<file path="src/phy_regs_pkg.sv">
// package: register map, field layout and timing of the phy control bank
package phy_regs_pkg;
  // register offsets from the i/o base
  localparam logic [7:0] OFS_PAGE_SEL  = 8'hcc;
  localparam logic [7:0] OFS_PHY_CTRL  = 8'he4;
  localparam logic [7:0] OFS_TENBASE   = 8'he8;
  localparam logic [7:0] OFS_DSP_CFG   = 8'hf4;
  localparam logic [7:0] OFS_SD_CFG    = 8'hf8;
  localparam logic [7:0] OFS_TEST_DATA = 8'hfc;
  localparam logic [15:0] PAGE_TEST    = 16'h0001;
  // phy control fields
  localparam int PC_LONG_SEQ = 11;
  localparam int PC_RESULT   = 10;
  localparam int PC_RUN      = 9;
  localparam int PC_LED_BYP  = 8;
  localparam int PC_PAUSE    = 7;
  localparam int PC_ADDR_HI  = 4;
  // 10 Mb/s status and control fields
  localparam int TB_LOOP     = 8;
  localparam int TB_LP_OFF   = 7;
  localparam int TB_FORCE    = 6;
  localparam int TB_INV      = 5;
  localparam int TB_POL      = 4;
  localparam int TB_APOL_OFF = 3;
  localparam int TB_ONE      = 2;
  localparam int TB_SQE_OFF  = 1;
  localparam int TB_BAB_OFF  = 0;
  // reset values
  localparam logic [15:0] PHY_CTRL_RST = 16'h003f;
  localparam logic [15:0] TENBASE_RST  = 16'h0004;
  localparam logic [15:0] CFG_RST      = 16'h0000;
  // timing
  localparam int CLOCK_MHZ        = 50;
  localparam int SELFTEST_MIN_US  = 1000;
  localparam int SELFTEST_MIN_CYC = SELFTEST_MIN_US * CLOCK_MHZ;
  localparam int LED_STRETCH_US   = 42000;
  localparam int LED_STRETCH_CYC  = LED_STRETCH_US * CLOCK_MHZ;
  localparam int CNT_W            = 22;
  localparam logic [3:0] WARM_BITS = 4'hf;
  localparam int LED_N            = 3;

  typedef struct packed {
    logic [7:0]  addr;
    logic        wr;
    logic        rd;
    logic [15:0] wdata;
  } reg_req_t;

  typedef struct packed {
    logic basic_mode_ctrl_reg_loopback;
    logic ext_slow_link_force;
    logic local_pause;
    logic partner_pause;
    logic speed_100;
    logic full_duplex;
  } line_status_t;

  typedef struct packed {
    logic slow_loopback_en;
    logic link_pulse_off;
    logic link_good_force;
    logic invert_polarity_force;
    logic auto_polarity_off;
    logic sqe_test_en;
    logic babble_guard_en;
  } tenbase_ctl_t;

  typedef struct packed {
    logic [15:0] pmd;
    logic [15:0] dsp;
    logic [15:0] sd;
    logic [15:0] tdat;
  } analog_cfg_t;

  typedef enum logic [2:0] {
    ST_IDLE  = 3'b001,
    ST_WARM  = 3'b010,
    ST_CHECK = 3'b100
  } selftest_state_t;
endpackage

</file>
<file path="src/phy_control_status_regs.sv">
// phy control and 10 Mb/s status/control register bank
//
// Function
// RL1: sequence select bit picks 15-stage pattern when set, 9-stage when clear
// RL2: self-test result read only, 1 pass, latched, cleared by start-bit write
// RL3: start bit runs the test until cleared; software runs it at least 1 ms
// RL4: led stretch bypass shows raw status on the leds
// RL5: pause flag reads 1 only when both ends advertise pause, resets 0
// RL6: five-bit management address in low bits, resets to all ones
// RL7: 10 Mb/s loopback bit is ORed with the basic mode loopback bit
// RL8: link pulse off bit, ORed with external force, stops link pulses
// RL9: force good link bit ORed with external force forces good 10 Mb/s link
// RL10: polarity force bit forces inverted receive polarity
// RL11: polarity status latches high, cleared by reading either copy
// RL12: auto-polarity off bit stops automatic polarity sensing and correction
// RL13: software always writes one into bit 2 of the 10 Mb/s register
// RL14: heartbeat off acts only at 10 Mb/s half duplex, else heartbeat off
// RL15: jabber off bit acts only at 10 Mb/s full duplex
// RL16: software performs the five-write setup sequence for one revision
// RL17: registers sit at i/o base plus offset
// RL18: reserved bits read zero and ignore writes, bit 2 excepted
`timescale 1ns/1ps
module phy_control_status_regs import phy_regs_pkg::*; #(
  parameter int SELFTEST_MIN_CYCLES = SELFTEST_MIN_CYC,
  parameter int LED_STRETCH_CYCLES  = LED_STRETCH_CYC
) (
  // clock and reset
  input  wire logic               clock,
  input  wire logic               reset_n,
  // register access, offset already stripped of the i/o base
  input  wire reg_req_t           req,
  output logic [15:0]             rdata_q,
  output logic                    rvalid_q,
  // line status from the transceiver
  input  wire line_status_t       line,
  input  wire logic               polarity_event,
  input  wire logic               phy_status_read,
  // leds
  input  wire logic [LED_N-1:0]   led_raw,
  output logic [LED_N-1:0]        led_out_q,
  // self-test pattern
  input  wire logic               selftest_rx,
  output logic                    selftest_tx_q,
  // controls toward the datapath
  output tenbase_ctl_t            ctl_q,
  output logic [4:0]              mgmt_port_address_q,
  output logic                    polarity_flag_q,
  output analog_cfg_t             cfg_q
);
  function automatic logic hit(input logic [7:0] a, input logic [7:0] o);
    return a == o;
  endfunction

  // stored fields
  logic [15:0] page_q;
  logic        long_seq_q;
  logic        run_q;
  logic        led_byp_q;
  logic        pause_q;
  logic [8:0]  tb_q;
  logic        pol_q;

  // decode
  logic        test_page;
  logic        wr_page, wr_pc, wr_pmd, wr_tb, wr_dsp, wr_sd, wr_tdat;
  logic        rd_tb;
  logic [15:0] pc_view, tb_view, rd_mux;
  logic [8:0]  tb_wmask;
  logic        result;
  logic        tx_bit;
  logic        pol_d;
  tenbase_ctl_t ctl_d;
  logic [LED_N-1:0] stretched;

  // the 0xe4 slot is shared: the test page swaps in the pmd register
  assign test_page = page_q == PAGE_TEST;
  assign wr_page = req.wr && hit(req.addr, OFS_PAGE_SEL); // RL17
  assign wr_pc   = req.wr && hit(req.addr, OFS_PHY_CTRL) && !test_page;
  assign wr_pmd  = req.wr && hit(req.addr, OFS_PHY_CTRL) && test_page;
  assign wr_tb   = req.wr && hit(req.addr, OFS_TENBASE);
  assign wr_dsp  = req.wr && hit(req.addr, OFS_DSP_CFG);
  assign wr_sd   = req.wr && hit(req.addr, OFS_SD_CFG);
  assign wr_tdat = req.wr && hit(req.addr, OFS_TEST_DATA);
  assign rd_tb   = req.rd && hit(req.addr, OFS_TENBASE);

  // the polarity bit is status only, so it is masked out of writes
  assign tb_wmask = 9'h1ef; // RL18

  assign pc_view = {4'h0, long_seq_q, result, run_q, led_byp_q, pause_q,
                    2'b00, mgmt_port_address_q}; // RL18
  assign tb_view = {7'h00, tb_q[TB_LOOP:TB_INV], pol_q,
                    tb_q[TB_APOL_OFF:0]}; // RL18

  assign rd_mux =
      hit(req.addr, OFS_PAGE_SEL)  ? page_q :
      hit(req.addr, OFS_PHY_CTRL)  ? (test_page ? cfg_q.pmd : pc_view) :
      hit(req.addr, OFS_TENBASE)   ? tb_view :
      hit(req.addr, OFS_DSP_CFG)   ? cfg_q.dsp :
      hit(req.addr, OFS_SD_CFG)    ? cfg_q.sd :
      hit(req.addr, OFS_TEST_DATA) ? cfg_q.tdat : 16'h0000;

  // set wins over a clear in the same cycle so no event is lost
  assign pol_d = polarity_event
               | (pol_q & !(rd_tb | phy_status_read)); // RL11

  // the 10 Mb/s duplex qualifiers are taken from live line status
  assign ctl_d.slow_loopback_en = tb_q[TB_LOOP] | line.basic_mode_ctrl_reg_loopback; // RL7
  assign ctl_d.link_pulse_off =
      tb_q[TB_LP_OFF] | line.ext_slow_link_force; // RL8
  assign ctl_d.link_good_force =
      tb_q[TB_FORCE] | line.ext_slow_link_force; // RL9
  assign ctl_d.invert_polarity_force = tb_q[TB_INV]; // RL10
  assign ctl_d.auto_polarity_off = tb_q[TB_APOL_OFF]; // RL12
  assign ctl_d.sqe_test_en = !line.speed_100 && !line.full_duplex
                           && !tb_q[TB_SQE_OFF]; // RL14
  assign ctl_d.babble_guard_en =
      (!line.speed_100 && line.full_duplex) ? !tb_q[TB_BAB_OFF] : 1'b1; // RL15

  selftest_prbs #(
    .MIN_CYCLES (SELFTEST_MIN_CYCLES)
  ) u_selftest (
    .clock    (clock),
    .reset_n  (reset_n),
    .run      (run_q),
    .long_seq (long_seq_q),
    .start_wr (wr_pc),
    .rx_bit   (selftest_rx),
    .tx_bit   (tx_bit),
    .result   (result)
  );

  // register writes
  always_ff @(posedge clock or negedge reset_n) begin
    if (!reset_n) begin
      page_q              <= CFG_RST;
      long_seq_q          <= PHY_CTRL_RST[PC_LONG_SEQ];
      run_q               <= PHY_CTRL_RST[PC_RUN];
      led_byp_q           <= PHY_CTRL_RST[PC_LED_BYP];
      mgmt_port_address_q <= PHY_CTRL_RST[PC_ADDR_HI:0];
    end else begin
      if (wr_page)
        page_q <= req.wdata;
      if (wr_pc) begin
        long_seq_q          <= req.wdata[PC_LONG_SEQ]; // RL1
        run_q               <= req.wdata[PC_RUN]; // RL3
        led_byp_q           <= req.wdata[PC_LED_BYP];
        mgmt_port_address_q <= req.wdata[PC_ADDR_HI:0]; // RL6
      end
    end
  end

  always_ff @(posedge clock or negedge reset_n) begin
    if (!reset_n) begin
      tb_q  <= TENBASE_RST[8:0];
      cfg_q <= {4{CFG_RST}};
    end else begin
      if (wr_tb)
        tb_q <= req.wdata[8:0] & tb_wmask; // RL18
      if (wr_pmd)
        cfg_q.pmd <= req.wdata;
      if (wr_dsp)
        cfg_q.dsp <= req.wdata;
      if (wr_sd)
        cfg_q.sd <= req.wdata;
      if (wr_tdat)
        cfg_q.tdat <= req.wdata;
    end
  end

  // status and derived controls
  always_ff @(posedge clock or negedge reset_n) begin
    if (!reset_n) begin
      pause_q         <= PHY_CTRL_RST[PC_PAUSE];
      pol_q           <= TENBASE_RST[TB_POL];
      polarity_flag_q <= TENBASE_RST[TB_POL];
      ctl_q           <= '0;
      selftest_tx_q   <= 1'b0;
    end else begin
      pause_q         <= line.local_pause & line.partner_pause; // RL5
      pol_q           <= pol_d; // RL11
      polarity_flag_q <= pol_d; // RL11
      ctl_q           <= ctl_d;
      selftest_tx_q   <= tx_bit;
    end
  end

  // read answer one cycle after the strobe
  always_ff @(posedge clock or negedge reset_n) begin
    if (!reset_n) begin
      rdata_q  <= 16'h0000;
      rvalid_q <= 1'b0;
    end else begin
      rvalid_q <= req.rd;
      if (req.rd)
        rdata_q <= rd_mux;
    end
  end

  // led stretching: a raw pulse reloads its hold counter
  genvar i;
  generate
    for (i = 0; i < LED_N; i++) begin : g_led
      logic [CNT_W-1:0] hold_q;
      always_ff @(posedge clock or negedge reset_n) begin
        if (!reset_n)
          hold_q <= '0;
        else if (led_raw[i])
          hold_q <= CNT_W'(LED_STRETCH_CYCLES);
        else if (hold_q != '0)
          hold_q <= hold_q - CNT_W'(1);
      end
      assign stretched[i] = led_raw[i] | (hold_q != '0);
    end
  endgenerate

  always_ff @(posedge clock or negedge reset_n) begin
    if (!reset_n)
      led_out_q <= '0;
    else
      led_out_q <= led_byp_q ? led_raw : stretched; // RL4
  end
endmodule // phy_control_status_regs

</file>
<file path="src/selftest_prbs.sv">
// self-test pattern generator and checker with latched result
`timescale 1ns/1ps
module selftest_prbs import phy_regs_pkg::*; #(
  parameter int MIN_CYCLES = SELFTEST_MIN_CYC
) (
  // clock and reset
  input  wire logic clock,
  input  wire logic reset_n,
  // control
  input  wire logic run,
  input  wire logic long_seq,
  input  wire logic start_wr,
  // pattern
  input  wire logic rx_bit,
  output logic      tx_bit,
  output logic      result
);
  selftest_state_t  state_q, state_d;
  logic [14:0]      gen_q, chk_q;
  logic [3:0]       warm_q;
  logic [CNT_W-1:0] cnt_q;
  logic             err_q, gen_fb, chk_fb, mismatch, min_done;

  assign gen_fb   = long_seq ? gen_q[14] ^ gen_q[13] : gen_q[8] ^ gen_q[4]; // RL1
  assign chk_fb   = long_seq ? chk_q[14] ^ chk_q[13] : chk_q[8] ^ chk_q[4]; // RL1
  assign mismatch = (state_q == ST_CHECK) && (rx_bit != chk_fb);
  assign min_done = cnt_q >= CNT_W'(MIN_CYCLES - 1);
  assign tx_bit   = gen_q[0];

  always_comb begin
    case (state_q)
      ST_IDLE:  state_d = run ? ST_WARM : ST_IDLE; // RL3
      // a start write re-warms the checker, so a sequence change made
      // while running is not counted as a fail
      ST_WARM:  state_d = !run ? ST_IDLE
                        : (warm_q == WARM_BITS && !start_wr) ? ST_CHECK
                        : ST_WARM;
      ST_CHECK: state_d = !run ? ST_IDLE
                        : start_wr ? ST_WARM : ST_CHECK; // RL2 RL3
      default:  state_d = ST_IDLE;
    endcase
  end

  always_ff @(posedge clock or negedge reset_n) begin
    if (!reset_n) begin
      state_q <= ST_IDLE;
      gen_q   <= '1;
      chk_q   <= '0;
      warm_q  <= '0;
      cnt_q   <= '0;
    end else begin
      state_q <= state_d;
      gen_q   <= run ? {gen_q[13:0], gen_fb} : '1;
      chk_q   <= {chk_q[13:0], rx_bit};
      warm_q  <= (state_q == ST_WARM && !start_wr) ? warm_q + 4'h1 : 4'h0;
      cnt_q   <= (state_q != ST_CHECK) ? '0
               : min_done ? cnt_q : cnt_q + CNT_W'(1);
    end
  end

  // a fail is latched until software rewrites the start bit
  always_ff @(posedge clock or negedge reset_n) begin
    if (!reset_n) begin
      err_q  <= 1'b0;
      result <= 1'b0;
    end else if (start_wr) begin
      err_q  <= 1'b0; // RL2
      result <= 1'b0; // RL2
    end else begin
      err_q  <= err_q | mismatch;
      if (mismatch)
        result <= 1'b0; // RL2
      else if (state_q == ST_CHECK && min_done && !err_q)
        result <= 1'b1; // RL2
    end
  end
endmodule // selftest_prbs

</file>
<file path="config.mk">
export PLATFORM = sky130hd
export DESIGN_NAME = phy_control_status_regs
export DESIGN_NICKNAME = d
export VERILOG_FILES = /design/src/phy_regs_pkg.sv /design/src/phy_control_status_regs.sv /design/src/selftest_prbs.sv
export SDC_FILE = /design/constraint.sdc
export NUM_CORES = 1
export LEC_CHECK = 0
export BUFFER_PORTS_ARGS = -buffer_cell sky130_fd_sc_hd__buf_2
export CORE_MARGIN = 3
export CORE_UTILIZATION = 58
export DETAILED_ROUTE_END_ITERATION = 6
export PLACE_DENSITY = 0.79
export REMOVE_ABC_BUFFERS = 1
export SLEW_MARGIN = 20
export SYNTH_ARGS = -nofsm -noshare
export SYNTH_HDL_FRONTEND = slang
export SYNTH_HIERARCHICAL = 1
export SYNTH_SLANG_ARGS = --single-unit
</file>
<file path="constraint.sdc">
create_clock -name clock -period 2.93 [get_ports clock]
set_clock_uncertainty 0.2 [all_clocks]
set_input_delay 0.293 -clock clock [delete_from_list [all_inputs] [get_ports clock]]
set_output_delay 0.293 -clock clock [all_outputs]
set_load 0.01 [all_outputs]
</file>
* Word-level counts from Yosys, hierarchy flattened *
Cells that the tools add are included.

word-level totals
  register bits = 253
  output and inout bits = 98
  word-level logic and storage cells = 131

operators by class
  add/sub/neg operators = 5
  $lt $le $gt $ge = 1
  equality and inequality tests = 14
  mux-type cells = 31
  bitwise gates (word level) = 15
  reductions and logical operators = 32

operator list
  operator                                                             number
  two-way mux 22 bit                                                   8
  two-way mux 16 bit                                                   7
  nonzero test 22 bit                                                  3
  subtractor 22 x 1 -> 22 bit, second input constant                   3
  equality test 8 bit, second input constant                           6
  adder 22 x 1 -> 22 bit, second input constant                        1
  greater-or-equal comparator 22 x 16 -> 1 bit, second input constant  1
  logical AND 1 bit                                                    17
  equality test 16 x 1 -> 1 bit, second input constant                 1
  two-way mux 15 bit                                                   1
  two-way mux 3 bit                                                    5
  bitwise OR 1 bit                                                     9
  case mux 3 bit (3 select lines)                                      1
  logical NOT 1 bit                                                    8
  two-way mux 1 bit                                                    7
  nonzero test 2 bit                                                   3
  adder 4 x 1 -> 4 bit, second input constant                          1
  equality test 4 bit, second input constant                           1
  two-way mux 4 bit                                                    1
  bitwise XOR 1 bit                                                    4
  equality test 3 x 1 -> 1 bit, second input constant                  1
  equality test 3 x 2 -> 1 bit, second input constant                  1
  equality test 3 bit, second input constant                           1
  inequality test 3 bit, second input constant                         1
  other kinds (5)                                                      6

* Logic depth before layout (Yosys ltp) *
  depth in word-level cells = 8
  gate-level depth with buffers = 9

* Cells and area by module *
The synthesis kept the hierarchy.

by module, submodules not included
  module                   instances  cells each  area each (um^2)  seq. area each (um^2)
  phy_control_status_regs  1          843         9221.3            4812.1
  selftest_prbs            1          209         2433.6            1546.5

* Worst setup path before layout *
Ideal clock, no wire load.

  path kind = register to register
  from = reg g_led[1].hold_q[10]
  to = reg g_led[1].hold_q[5]
  arrival time = 2.173 ns
  setup slack = 0.420 ns
  cell stages (with the launch flop) = 7
  path buffers = 1
  clock period less this slack = 2.510 ns
  path through = dfrtp_1 or4_1 nand2b_4 nor3_2 buf_4 nor3_1 or3b_2

between the ends
  word-level cells in the longest chain between the ends = 2

RTL lines
  item                                 line                            text
  start, declared                      phy_control_status_regs.sv:203  logic [CNT_W-1:0] hold_q;
  start signal, assigned               phy_control_status_regs.sv:208  hold_q <= CNT_W'(LED_STRETCH_CYCLES);
  start signal, assigned               phy_control_status_regs.sv:210  hold_q <= hold_q - CNT_W'(1);
  nonzero test 22 bit                  phy_control_status_regs.sv:209  else if (hold_q != '0)
  nonzero test 2 bit (no source line)  n/a

No other way between the ends.
A chain may end at the register's enable or synchronous reset.

* Worst setup path after layout *
  from = reg g_led[2].hold_q[18]
  to = reg g_led[2].hold_q[19]

between the ends
  word-level cells in the longest chain between the ends = 3
  elaborated cells between the ends (all ways) = 5

RTL lines
  item                         line                            text
  start, declared              phy_control_status_regs.sv:203
  start signal, assigned       phy_control_status_regs.sv:208
  start signal, assigned       phy_control_status_regs.sv:210
  subtractor 22 x 1 -> 22 bit  phy_control_status_regs.sv:210
  two-way mux 22 bit           phy_control_status_regs.sv:209
  two-way mux 22 bit           phy_control_status_regs.sv:207  else if (led_raw[i])

Parallel ways exist; a longest one is shown, timed or not. The select of a mux whose other input is x is not followed.

==> results.md <==
- Final period utilization: 90.8%
- Max-cap viol count: 0
- Crit Path Class: flop to flop
- Peak supply drop: about 0.49 mV
- Total CTS buffers: 27
- Vias in the first global route: 9022
- XOR/XNOR share of the synthesized area: 3.23%
- Mean post-synth cell area: 11.1 µm²
- HP Class: input pin to asynchronous set/reset pin
- Final HPWL DP: 18.9 mm
- Max_slew headroom: 53.3%
- Core area: 19600 µm²
- Largest net degree at the start of global routing: between 70 and 80
- Non-Filler Instances: 1521
- Routability cong.: between 0.8 and 0.9
- # placed instances: 1441
- Residual DRC: 0
- Final Hold Fails: 0
- Die H: 148 µm
- Setup Slack @ Placement: 308 ps
- Most used cell, CP: nor4_1
- Reg2reg end: g_led[2].hold_q[19]$_DFFE_PN0P_
- Post-synthesis cell count: roughly 1.1k
- Post-CTS Hold Buffers: 31
- Reg2Reg Depth: 6
- CTS H-tree depth: 1
- Die area: 21800 µm²
- I/O Pins: roughly 140
- Rows: between 50 and 60
- # nets final: 1281
- Setup crit end kind: flop
- Post-synthesis register bit count: around 250
- Final Setup Violations: 0
- Mux share of post-synthesis cell area: between 10% and 20%
- CTS root buffer: clkbuf_16
- Post-synth ARST share: between 90% and 100%
- R2R Path Start: g_led[2].hold_q[18]$_DFFE_PN0P_
- Slowest stage cell, crit path: or4_1
- Pleak: approximately 6.4 nW
- Total Routing Usage GR: 25.8%
- Number of synthesized flops with an enable pin: 0
- Power Total: 8.05 mW
- Worst-path cell chain: or4_1 -> or3_1 -> nor4_1 -> buf_4 -> nor4_1 -> mux2_2
- Setup TNS: 0 ps
- Post-DR wirelength/cell: about 19 µm
- Congestion Overflow GR: 0
- Routed vias/inst: between 5 and 6
- Final Util: 71.7%
- RSZ-0062 raised after global routing: false
- CP peak stage delay: between 500 and 600 ps
- WL final: 28.7 mm
- Initial antenna violation count: 0
- Area share of and/or/nand/nor cells after synthesis: approximately 17%
- Port Buffers: 137
- Drt pass-1 iters: 5
- Outcome: finished, final reports clean
- Slew Limit Fails: 0
- Flop2flop setup slack: 270 ps
- First-pass GRT wire length: 45.7 mm
- Clock latency on the worst-skew pair: 530 ps
- Iter 0 DRT Violations: between 600 and 700
- Clk slew on worst S/H paths: 60 ps
- Die width: roughly 150 µm
- Synthesis-to-layout area growth: 20.5%
- Element type at the critical path start: flop
- Max clock buf depth: 3
- Antenna diode instance count: 0
- Compound-Gate Fraction of Synth Area: 10.1%
- Share of cells above drive strength 1: between 30% and 40%
- Synth unique cells: just over 60
- CTS sink count: 253
- Fmax: 376 MHz
- Crit-path max FO: 12
- Yosys top cell by area: dfrtp_1
- DRT antenna net count: 0
- Data arrival, critical path: between 2000 and 3000 ps
- Worst-Margin Slew: between 600 and 700 ps
- Register area share after synthesis: 54.6%
- CP required: 3140 ps
- Area fraction of the dominant cell type after synthesis: between 40% and 50%
- CTS tree: built
- Initial Util: 59.5%
- Adder-Cell Fraction of Synth Area: less than 1%
- Setup Buffers After CTS: 0
- Ys flop type: dfrtp_1
- Yosys warns: 6
- Post-layout min period: 2660 ps
- Power density over cell area: 573 nW/µm²
- Slack of the critical path: about 270 ps
- Mapped Area: around 12000 µm²
- Synth area leaders: dfrtp_1, mux2_2, dfstp_2
- Largest family of logic cells by synthesized area: simple AND/OR/NAND/NOR gates
- Post_cts resized: 0
- Routed vias: 9058
[cells in the final DEF (no fill, tap or decap), types with 14 or more instances in the layout]
cell	instances
a2111oi_0	14
a211oi_1	33
a21oi_1	52
buf_2	136
buf_4	36
clkbuf_16	27
dfrtp_1	231
dfstp_2	22
dlygate4sd3_1	31
inv_1	15
mux2_2	112
mux2i_1	16
nand2_1	37
nand2b_1	30
nand3_1	19
nor2_1	124
nor2b_1	19
nor3_1	24
nor4_1	23
o21ai_0	36
or3_1	24
xnor2_1	27
xor2_1	16
[cell usage after synthesis (22+ instances only)]
library cell  instances
or3_1                24
nand2_1              37
mux2_2              112
clkbuf_1             41
a21oi_1              52
o21ai_0              36
nor3_1               24
nand2b_1             30
dfstp_2              22
a211oi_1             33
xnor2_1              27
nor4_1               23
nor2_1              124
dfrtp_1             231
[per-layer routing]
metal,vias up,part of all wire (%),global-route usage (%)
li1,4168,-,-
met2,344,47,41.5
met4,0,3.7,9.60
met1,4469,42,34.5
met5,-,0,0
met3,77,8.0,5.79
[worst max path at each step]
stage / start / endpoint / slack, ps
2_1_floorplan: g_led[2].hold_q[18]$_DFFE_PN0P_ / g_led[2].hold_q[19]$_DFFE_PN0P_ / -40
3_3_place_gp: g_led[2].hold_q[14]$_DFFE_PN0P_ / g_led[2].hold_q[17]$_DFFE_PN0P_ / 350
3_5_place_dp: g_led[2].hold_q[18]$_DFFE_PN0P_ / g_led[2].hold_q[19]$_DFFE_PN0P_ / 310
4_1_cts: g_led[2].hold_q[18]$_DFFE_PN0P_ / g_led[2].hold_q[19]$_DFFE_PN0P_ / 290
5_1_grt: g_led[2].hold_q[18]$_DFFE_PN0P_ / g_led[2].hold_q[19]$_DFFE_PN0P_ / 150
6_report: g_led[2].hold_q[18]$_DFFE_PN0P_ / g_led[2].hold_q[19]$_DFFE_PN0P_ / 270
[sequential cells by signal (all words and copies together) (netlist names), 8 cells and up]
| signal | count |
|---|---|
| u_selftest/cnt_q | 22 |
| rdata_q | 16 |
| g_led.hold_q | 66 |
| tb_q | 8 |
| u_selftest/chk_q | 15 |
| page_q | 16 |
| cfg_q | 64 |
| u_selftest/gen_q | 15 |
[logic make-up (layout without fill, tap and decap cells)]
family,after synthesis,in the layout
muxes,128,128
and+or+nand+nor,374,374
DFF,253,253
buffers and inverters,66,270
xor gates and xnor gates,43,43
adders and majority gates,5,5
AOI/OAI and AO/OA,183,183
[through the flow]
stage               hold WS (ps)  area (µm²)
floorplan                   -203       11400
global placement            97.0       12800
detailed placement          97.9       12800
CTS                          143       14000
global route                 150       14000
finish                       120       14000
[worst max-delay path: cells and delay by family, from the launching register on]
family	cells	cell delay, ps
AND/OR/NAND/NOR	4	1440
multiplexers	1	290
buffers and inverters	1	220
flip-flops	1	390
[power by group]
group          internal, mW  switching, mW
registers              3.64          0.136
clock network          2.21           1.35
logic                 0.308          0.413
total                  6.16           1.89
[cell type report]
type | count | area [µm²]
fillers | 1359 | 5550
multi-input cells | 733 | 5030
well taps | 265 | 332
inverters | 15 | 56.3
clock buffers | 42 | 832
clock inverters | 7 | 116
repair buffers | 206 | 1320
flip-flops and latches | 253 | 6360
Power figures use the tool's default switching activity.
